[config.mk]
export PLATFORM = sky130hd
export DESIGN_NAME = fwcp_port
export DESIGN_NICKNAME = d
export VERILOG_FILES = /design/src/fwcp_sync.sv /design/src/fwcp_port.sv
export SDC_FILE = /design/constraint.sdc
export NUM_CORES = 1
export LEC_CHECK = 0
export BUFFER_PORTS_ARGS = -buffer_cell sky130_fd_sc_hd__buf_2
export CORE_ASPECT_RATIO = 0.5
export CORE_MARGIN = 2
export CORE_UTILIZATION = 45
export CTS_BUF_LIST = sky130_fd_sc_hd__clkbuf_4
export DETAILED_ROUTE_END_ITERATION = 10
export SETUP_SLACK_MARGIN = 0.15
export SLEW_MARGIN = 25
export SYNTH_ARGS = -nofsm -noshare
export SYNTH_HDL_FRONTEND = slang
export SYNTH_SLANG_ARGS = --single-unit
export TNS_END_PERCENT = 50
[constraint.sdc]
create_clock -name mclk -period 3.47 [get_ports mclk]
set_clock_uncertainty 0.1 [all_clocks]
set_input_delay 0.5205 -clock mclk [delete_from_list [all_inputs] [get_ports mclk]]
set_output_delay 0.5205 -clock mclk [all_outputs]
set_load 0.02 [all_outputs]
[src/fwcp_sync.sv]
package fwcp_pkg;
   // ****************************************************************
   // Timing
   // ****************************************************************
   localparam int          CLK_MHZ     = 50;
   localparam int          STBY_NS     = 1000;
   localparam int          STBY_CYC_I  = (STBY_NS * CLK_MHZ + 999) / 1000;
   localparam logic [7:0]  STBY_CYC    = 8'(STBY_CYC_I);
   localparam int          SYNC_W      = 4;
   // ****************************************************************
   // Frame layout and reset values
   // ****************************************************************
   localparam logic [2:0]  BIT_LAST    = 3'h7;
   localparam logic [2:0]  CNT_RST     = 3'h0;
   localparam logic [1:0]  DIV_RST     = 2'h0;
   localparam logic [1:0]  DIV4_LAST   = 2'h3;
   localparam logic [7:0]  RST_CNT_RST = 8'h00;
   localparam int          SYNC_PCLK   = 0;
   localparam int          SYNC_SEL    = 1;
   localparam int          SYNC_DIR    = 2;
   localparam int          SYNC_SDL    = 3;
   localparam logic [3:0]  SYNC_RST    = 4'h2;

   typedef enum logic [3:0] {
      FWCP_IDLE = 4'h1,
      FWCP_ADDR = 4'h2,
      FWCP_DATA = 4'h4,
      FWCP_DONE = 4'h8
   } fwcp_fsm_t;

   typedef struct packed {
      logic [127:0][7:0] regs;
      fwcp_fsm_t         fsm;
      logic [2:0]        cnt;
      logic [7:0]        addr;
      logic [7:0]        wdata;
      logic [7:0]        rshift;
      logic              oe;
      logic              pclk_prev;
      logic              wr_pulse;
      logic [6:0]        wr_idx;
      logic [7:0]        wr_data;
      logic              txrx_en;
      logic [7:0]        rst_cnt;
      logic              standby;
      logic [1:0]        div_cnt;
      logic              div2;
      logic              div4;
   } fwcp_state_t;
endpackage : fwcp_pkg

`timescale 1ns/10ps
`default_nettype none
module fwcp_sync #(
   parameter int                W   = 1,
   parameter logic [W-1:0]      RST = '0
) (
   input  wire logic            mclk,
   input  wire logic            resetn,
   input  wire logic            clk_en,
   input  wire logic [W-1:0]    d_in,
   output logic      [W-1:0]    d_out
);
   // ****************************************************************
   // Two-stage synchroniser
   // ****************************************************************
   logic [W-1:0] meta_q;

   always_ff @(posedge mclk) begin
      if (!resetn) begin
         meta_q <= RST;
         d_out  <= RST;
      end else if (clk_en) begin
         meta_q <= d_in;
         d_out  <= meta_q;
      end
   end
endmodule : fwcp_sync
`default_nettype wire

[src/fwcp_port.sv]
// Summary of operation
// - Every eight-bit word on the serial data line travels most significant bit first.
// - A transfer is an eight-bit register address followed directly by eight data bits.
// - The data line driver stays off and drives only while the select and read direction hold.
// - Serial data is clocked on the rising edge of the controller's port clock.
// - The port acts only while select is low and ignores data, clock and direction otherwise.
// - The select touches nothing of the transmit or receive ports.
// - Master reset disables transmit and receive, and a long reset enters power standby.
// - Master reset leaves all configuration registers unchanged, so software programs them.
// - Internal clocks come from the master clock divided by two or by four.
// - Deasserting the select resets the shift state machine and drops a partial transfer.
// - The lowest address bit is ignored when choosing the register.
// - The rising port clock edge samples address and write data and launches read data bits.
`timescale 1ns/10ps
`default_nettype none
module fwcp_port (
   input  wire logic        mclk,
   input  wire logic        resetn,
   input  wire logic        clk_en,
   input  wire logic        port_clk,
   input  wire logic        sel_n,
   input  wire logic        dir_rd,
   input  wire logic        sdl_in,
   output logic             sdl_out,
   output logic             sdl_oe,
   output logic             cfg_wr_pulse,
   output logic [6:0]       cfg_wr_idx,
   output logic [7:0]       cfg_wr_data,
   output logic             txrx_en,
   output logic             standby,
   output logic             div2_tick,
   output logic             div4_tick
);
   // ****************************************************************
   // Input synchronisation
   // ****************************************************************
   // The port clock is only sampled; four master cycles per port clock level leave margin.
   logic [fwcp_pkg::SYNC_W-1:0] pins_s;
   logic                        pclk_s;
   logic                        sel_s_n;
   logic                        dir_s;
   logic                        sdl_s;
   logic                        rising;
   fwcp_pkg::fwcp_state_t       st_q;
   fwcp_pkg::fwcp_state_t       st_d;

   fwcp_sync #(
      .W   (fwcp_pkg::SYNC_W),
      .RST (fwcp_pkg::SYNC_RST)
   ) u_sync (
      .mclk   (mclk),
      .resetn (resetn),
      .clk_en (clk_en),
      .d_in   ({sdl_in, dir_rd, sel_n, port_clk}),
      .d_out  (pins_s)
   );

   assign pclk_s  = pins_s[fwcp_pkg::SYNC_PCLK];
   assign sel_s_n = pins_s[fwcp_pkg::SYNC_SEL];
   assign dir_s   = pins_s[fwcp_pkg::SYNC_DIR];
   assign sdl_s   = pins_s[fwcp_pkg::SYNC_SDL];
   assign rising  = pclk_s & ~st_q.pclk_prev;

   function automatic logic [6:0] reg_index(input logic [7:0] a);
      reg_index = a[7:1];
   endfunction : reg_index

   // ****************************************************************
   // Next state
   // ****************************************************************
   always_comb begin
      st_d           = st_q;
      st_d.wr_pulse  = 1'b0;
      st_d.pclk_prev = pclk_s;
      st_d.txrx_en   = 1'b1;
      st_d.standby   = 1'b0;
      st_d.rst_cnt   = fwcp_pkg::RST_CNT_RST;
      st_d.div_cnt   = st_q.div_cnt + 2'h1;
      st_d.div2      = st_q.div_cnt[0];
      st_d.div4      = (st_q.div_cnt == fwcp_pkg::DIV4_LAST);
      if (sel_s_n) begin
         // Deselect abandons any partial frame and releases the line.
         st_d.fsm = fwcp_pkg::FWCP_IDLE;
         st_d.cnt = fwcp_pkg::CNT_RST;
         st_d.oe  = 1'b0;
      end else begin
         st_d.oe = dir_s;
         if (rising) begin
            case (st_q.fsm)
               fwcp_pkg::FWCP_IDLE, fwcp_pkg::FWCP_ADDR: begin
                  st_d.addr = {st_q.addr[6:0], sdl_s};
                  st_d.cnt  = st_q.cnt + 3'h1;
                  st_d.fsm  = fwcp_pkg::FWCP_ADDR;
                  if (st_q.cnt == fwcp_pkg::BIT_LAST) begin
                     // The address low bit is already irrelevant, so the read word loads now.
                     st_d.fsm    = fwcp_pkg::FWCP_DATA;
                     st_d.cnt    = fwcp_pkg::CNT_RST;
                     st_d.rshift = st_q.regs[reg_index(st_d.addr)];
                  end
               end
               fwcp_pkg::FWCP_DATA: begin
                  st_d.wdata  = {st_q.wdata[6:0], sdl_s};
                  st_d.rshift = {st_q.rshift[6:0], 1'b0};
                  st_d.cnt    = st_q.cnt + 3'h1;
                  if (st_q.cnt == fwcp_pkg::BIT_LAST) begin
                     st_d.fsm = fwcp_pkg::FWCP_DONE;
                     if (!dir_s) begin
                        st_d.regs[reg_index(st_q.addr)] = st_d.wdata;
                        st_d.wr_pulse = 1'b1;
                        st_d.wr_idx   = reg_index(st_q.addr);
                        st_d.wr_data  = st_d.wdata;
                     end
                  end
               end
               fwcp_pkg::FWCP_DONE: begin
                  st_d.fsm = fwcp_pkg::FWCP_DONE;
               end
               default: begin
                  st_d.fsm = fwcp_pkg::FWCP_IDLE;
               end
            endcase
         end
      end
      if (!resetn) begin
         // Registers are deliberately kept: software must reprogram after power-up.
         st_d.fsm       = fwcp_pkg::FWCP_IDLE;
         st_d.cnt       = fwcp_pkg::CNT_RST;
         st_d.addr      = 8'h00;
         st_d.wdata     = 8'h00;
         st_d.rshift    = 8'h00;
         st_d.oe        = 1'b0;
         st_d.wr_pulse  = 1'b0;
         st_d.wr_idx    = 7'h00;
         st_d.wr_data   = 8'h00;
         st_d.txrx_en   = 1'b0;
         st_d.div_cnt   = fwcp_pkg::DIV_RST;
         st_d.div2      = 1'b0;
         st_d.div4      = 1'b0;
         st_d.rst_cnt   = (st_q.rst_cnt == fwcp_pkg::STBY_CYC) ? st_q.rst_cnt
                                                               : st_q.rst_cnt + 8'h01;
         st_d.standby   = (st_q.rst_cnt == fwcp_pkg::STBY_CYC);
      end
   end

   always_ff @(posedge mclk) begin
      if (clk_en || !resetn) begin
         st_q <= st_d;
      end
   end

   // ****************************************************************
   // Outputs
   // ****************************************************************
   // Of these, txrx_en does not depend on the select, so transmit and receive are untouched by it.
   assign sdl_out      = st_q.rshift[7];
   assign sdl_oe       = st_q.oe;
   assign cfg_wr_pulse = st_q.wr_pulse;
   assign cfg_wr_idx   = st_q.wr_idx;
   assign cfg_wr_data  = st_q.wr_data;
   assign txrx_en      = st_q.txrx_en;
   assign standby      = st_q.standby;
   assign div2_tick    = st_q.div2;
   assign div4_tick    = st_q.div4;
endmodule : fwcp_port
`default_nettype wire

== After elaboration in Yosys (flattened, before gate mapping) ==
Index checks and enable logic that the tools add are counted.

* Register bits: 1094
* Bits of input ports: 7
* Output and inout bits: 22
* Word-level logic and storage cells: 215

* $add $sub $neg: 3
* Order comparisons: 3
* Equal/unequal tests: 19
* Muxes and demuxes: 22
* Bitwise gates (word level): 8
* Reductions and logical operators: 14

{| class="wikitable"
|+ Operator list
! kind !! count
|-
| bitwise mux 1024 bit || 1
|-
| two-way mux 15 bit || 4
|-
| binary-select mux 8 bit (select 7 bit) || 1
|-
| demux 8 bit (select 7 bit) || 1
|-
| two-way mux 8 bit || 6
|-
| two-way mux 31 bit || 1
|-
| two-way mux 24 bit || 1
|-
| < comparator 7 x 8 -> 1 bit, second input constant || 2
|-
| two-way mux 16 bit || 1
|-
| case mux 8 bit (2 select lines) || 1
|-
| two-way mux 14 bit || 1
|-
| case mux 4 bit (3 select lines) || 1
|-
| AND reduction 6 bit || 2
|-
| adder 8 x 1 -> 8 bit, second input constant || 1
|-
| equality test 8 x 6 -> 1 bit, second input constant || 1
|-
| inequality test 2 x 1 -> 1 bit, second input constant || 4
|-
| AND reduction 4 bit || 2
|-
| >= comparator 7 x 1 -> 1 bit, second input constant || 1
|-
| NOT 1 bit || 7
|-
| two-way mux 6 bit || 1
|-
| inequality test 2 bit, second input constant || 3
|-
| inequality test 3 x 1 -> 1 bit, second input constant || 2
|-
| case mux 3 bit (2 select lines) || 1
|-
| AND reduction 3 bit || 2
|-
| 20 further kinds || 21
|}

== Depth between registers and ports, before layout ==
* Depth after elaboration: 6
* Mapped depth: 11
* Mapped depth without buffers: 8

== Hierarchy ==
From an unflattened synthesis, not the netlist that was laid out.

* Cells, all modules: 2180
* Area, all modules: 43185.2 um^2

{| class="wikitable"
|+ By module, submodules not included
! module !! times used !! cells each !! area each (um^2) !! sequential area each (um^2)
|-
| fwcp_port || 1 || 2155 || 42888.6 || 32611.3
|-
| fwcp_sync || 1 || 25 || 296.5 || 160.2
|}

== Worst setup path after synthesis ==
Ideal clock, no wire load.

* Path kind: input to register
* Start: input port clk_en
* End: register st_q (netlist bit cfg_wr_data[0]), enable pin
* Library setup time: 0.411 ns
* Data arrival time: 2.361 ns
* Required time: 2.959 ns
* Setup slack: 0.598 ns
* Cell stages on the path: 3
* Buffers on the path: 1
* Path through: clkbuf_1 a21oi_1 a211oi_1

* Cells in the longest elaborated chain, start to end: 2

{| class="wikitable"
|+ Ends and longest elaborated chain
! what !! RTL line !! source
|-
| start, declared || fwcp_port.sv:19 || <nowiki>input wire logic clk_en,</nowiki>
|-
| logical OR 1 bit || fwcp_port.sv:146 || <nowiki>if (clk_en || !resetn) begin</nowiki>
|-
| AND reduction 6 bit (no source line) || -- ||
|-
| end signal, assigned || fwcp_port.sv:147 || <nowiki>st_q <= st_d;</nowiki>
|-
| end, declared || fwcp_port.sv:44 || <nowiki>fwcp_pkg::fwcp_state_t st_q;</nowiki>
|}

Every way passes these cells.
A chain may end at the register's enable or synchronous reset.

== Worst setup path in the final report ==
* Start: register st_q[49] (netlist name)
* End: register st_q[32] (netlist name) (data pin)

* Cells in the longest elaborated chain, start to end: 6

{| class="wikitable"
|+ Ends and longest elaborated chain
! what !! RTL line !! source
|-
| binary-select mux 8 bit (select 7 bit) || fwcp_port.sv:98 || <nowiki>st_d.rshift = st_q.regs[reg_index(st_d.addr)];</nowiki>
|-
| two-way mux 8 bit (implied by the code) || fwcp_port.sv:98 ||
|-
| two-way mux 8 bit || fwcp_port.sv:94 || <nowiki>if (st_q.cnt == fwcp_pkg::BIT_LAST) begin</nowiki>
|-
| case mux 8 bit (2 select lines) || fwcp_port.sv:89 || <nowiki>case (st_q.fsm)</nowiki>
|-
| two-way mux 31 bit || fwcp_port.sv:88 || <nowiki>if (rising) begin</nowiki>
|-
| two-way mux 24 bit || fwcp_port.sv:81 || <nowiki>if (sel_s_n) begin</nowiki>
|}

Every way passes these cells. The select of a mux whose other input is x is not followed.

==> impl_results.md <==
- Wire length of the first global-routing pass: 154 mm
- Slew Viols, Final: 0
- Number of synthesized flops with an enable pin: 1086
- Post-synthesis sequential element count: 1094
- Clock period minus worst slack: 3260 ps
- Post-synthesis cell type with the largest combined area: edfxtp_1
- Maximum clock path buffer count: 3
- Boundary Pins: 29
- Top_reg_cell synth: edfxtp_1
- Largest cells by area after synthesis: edfxtp_1 (76%), mux4_2 (11%), mux2i_1 (3.6%)
- Growth of design area from synthesis to finish: 14.9%
- Unrepaired setup endpoints after global routing: no
- Cell area after technology mapping: 42900 sq um
- Hold violation count in the final report: 0
- Initial antenna violation count: 2
- Fmax: 307 MHz
- Worst Path Class, Setup: reg2reg
- Worst Setup SP: st_q[49]
- Clock-pin slew on the worst setup and hold paths: 80 ps
- Row count: 79
- Synth top area share: 76.0%
- Kind of end point of the critical path: register
- Synthesized Nets: 2174
- Clock network latency to the later pin of the worst-skew pair: 1170 ps
- Unique cell type count in the Yosys netlist: 49
- Num Clock Sinks: 1094
- Leading cell types by count after synthesis: edfxtp_1 (1086), mux4_2 (210), nor2_1 (171), mux2i_1 (154), a22oi_1 (82)
- Worst Setup Start Kind: register
- Hold Slack: 337 ps
- Summed negative setup slack over all endpoints: 0 ps
- Async SR Flop Fraction: 0%
- Run status: finished clean
- Root Buffer Master: clkbuf_4
- Total wire length: 106 mm
- Ratio of final minimum period to clock period: 93.9%
- Core Footprint: 93700 sq um
- Hold path startpoint: clk_en
- Number of iterations in the first detailed-routing pass: 7
- Number of warnings printed during yosys synthesis: 0
- Detail Route Antenna Nets: 0
- Starting DRC count in detailed routing: 2248
- Kind of path behind the tightest hold check: in2reg
- DIE AREA: 97900 sq um
- Setup violations, final: 0
- DPL Wire Length: 64.8 mm
- Cell count after synthesis: 2162
- CTS tree: done
- Total Nets Final: 2592
- Routed length per instance: 26.4 um
- Leakage power of the design: 16.2 nW
- Syn_area_per_cell: 19.8 sq um
- Pin count of the biggest net entering global routing: 131
- Via count of the first global-routing pass: 22800
- Number of DRC violations after detailed routing: 0
- Initial Utilization: 45.8%
- Max cap viols: 0
- Biggest fanout along the worst timing path: 38
- Power Dens Cells: 523 nW/um^2
- Vertical extent of the die: 222 um
- Combined global-route utilization of all metal layers: 21.8%
- Via total after detailed routing: 22600
- Number of clock buffers inserted by TritonCTS: 233
- Peak supply drop: 0.304 mV
- Ratio of cells with drive above 1 in the final layout: 32.3%
- Startpoint of the worst register-to-register path: st_q[49]
- Routed via count divided by cell count: 5.64
- Number of levels the H-tree was split into: 4
- Cell with the most instances after synthesis: edfxtp_1
- Total gr overflow: 0
- Die span in x: 441 um
- Rel. slew slack: 24.3%
- WP data required: 4280 ps
- Share of synthesized area occupied by flip-flops and latches: 76.4%
- Slew of the pin with the lowest slew margin: 1140 ps
- Final RePlAce weighted congestion: 0.941
- End-of-flow core utilization: 52.6%
- Worst endpoint data arrival time: 4070 ps
- Port buffer count: 28
## logic make-up after synthesis
logic type	synth area share [%]
AO/OA/AOI/OAI	2.60
XOR/XNOR	0.143
flip-flops	76.4
buffers and inverters	1.92
adder cells (fa/ha/maj)	0.146
multiplexers	14.6
AND/OR/NAND/NOR	4.13
## stage by stage
stage / cells / setup WS [ps] / area (sq um) / power, mW
final: 4013 / 211 / 49300 / 25.8
after global routing: 4013 / 170 / 49300 / 26.8
after CTS: 4004 / 154 / 49200 / 26.0
after detailed placement: 3581 / 132 / 46100 / 16.3
after global placement: 3581 / 150 / 46100 / 16.3
after floorplan: 2162 / 598 / 42900 / 15.7
## layout make-up
class                      instances  area (sq um)
clock buffer                     346          2600
fill                            7499         44400
sequential                      1094         32800
antenna                            6          15.0
clock inverter                    61           355
tap                             1255          1570
inverter                           8          30.0
timing repair buffer             315          2610
multi-input combinational        928          9320
## metal layers
layer / routed length (um) / vias up / GRT usage, %
met5: 0 / - / 0
met1: 45000 / 11700 / 30.9
met3: 10500 / 151 / 6.68
met2: 48400 / 1037 / 32.4
li1: - / 9793 / -
met4: 2020 / 0 / 7.18
## where the power goes
| group | total [mW] | internal (mW) | leakage, nW | switching, mW |
|---|---|---|---|---|
| logic | 1.50 | 0.571 | 4.62 | 0.925 |
| clock network | 9.72 | 4.83 | 1.76 | 4.89 |
| registers | 14.6 | 14.5 | 9.80 | 0.0605 |
| total | 25.8 | 19.9 | 16.2 | 5.88 |
## worst paths after layout
check / endpoint / slack [ps] / depth (start not counted)
hold / removal: u_sync.d_out[2] / 340 / 5
setup / recovery: st_q[32] / 210 / 8
hold reg to reg: st_q[30] / 360 / 0
setup reg to reg: st_q[32] / 210 / 8
## flip-flops by register name, indices dropped and copies added (netlist names), 4 cells and up
| signal | cells |
|---|---|
| u_sync.meta_q | 4 |
| cfg_wr_idx | 7 |
| cfg_wr_data | 8 |
| u_sync.d_out | 4 |
| st_q | 1064 |
## cells in the final DEF, fill, tap and decap left out, types with 45 or more instances in the layout
cell type,count
buf_4,250
edfxtp_1,1086
nor2_1,169
clkbuf_4,346
clkinv_1,45
mux2i_1,150
nand2_1,76
mux4_2,210
nand3_1,61
a22oi_1,82
## worst max-delay path: stages, from the launching register on
cell,delay [ps]
edfxtp_1,690
buf_12,310
buf_4,290
mux4_2,340
mux2_2,320
a21oi_1,270
o211ai_1,170
a221oi_2,370
a21oi_1,70
## timing repair
item	in CTS	in global routing
resized for setup	1	3
hold endpoints to repair	49	0
setup buffers	0	2
hold buffers	16	0
pin swaps	0	0
setup endpoints to repair	1	5
gates cloned	0	0
No activity file was read; power rests on OpenSTA's default activity.
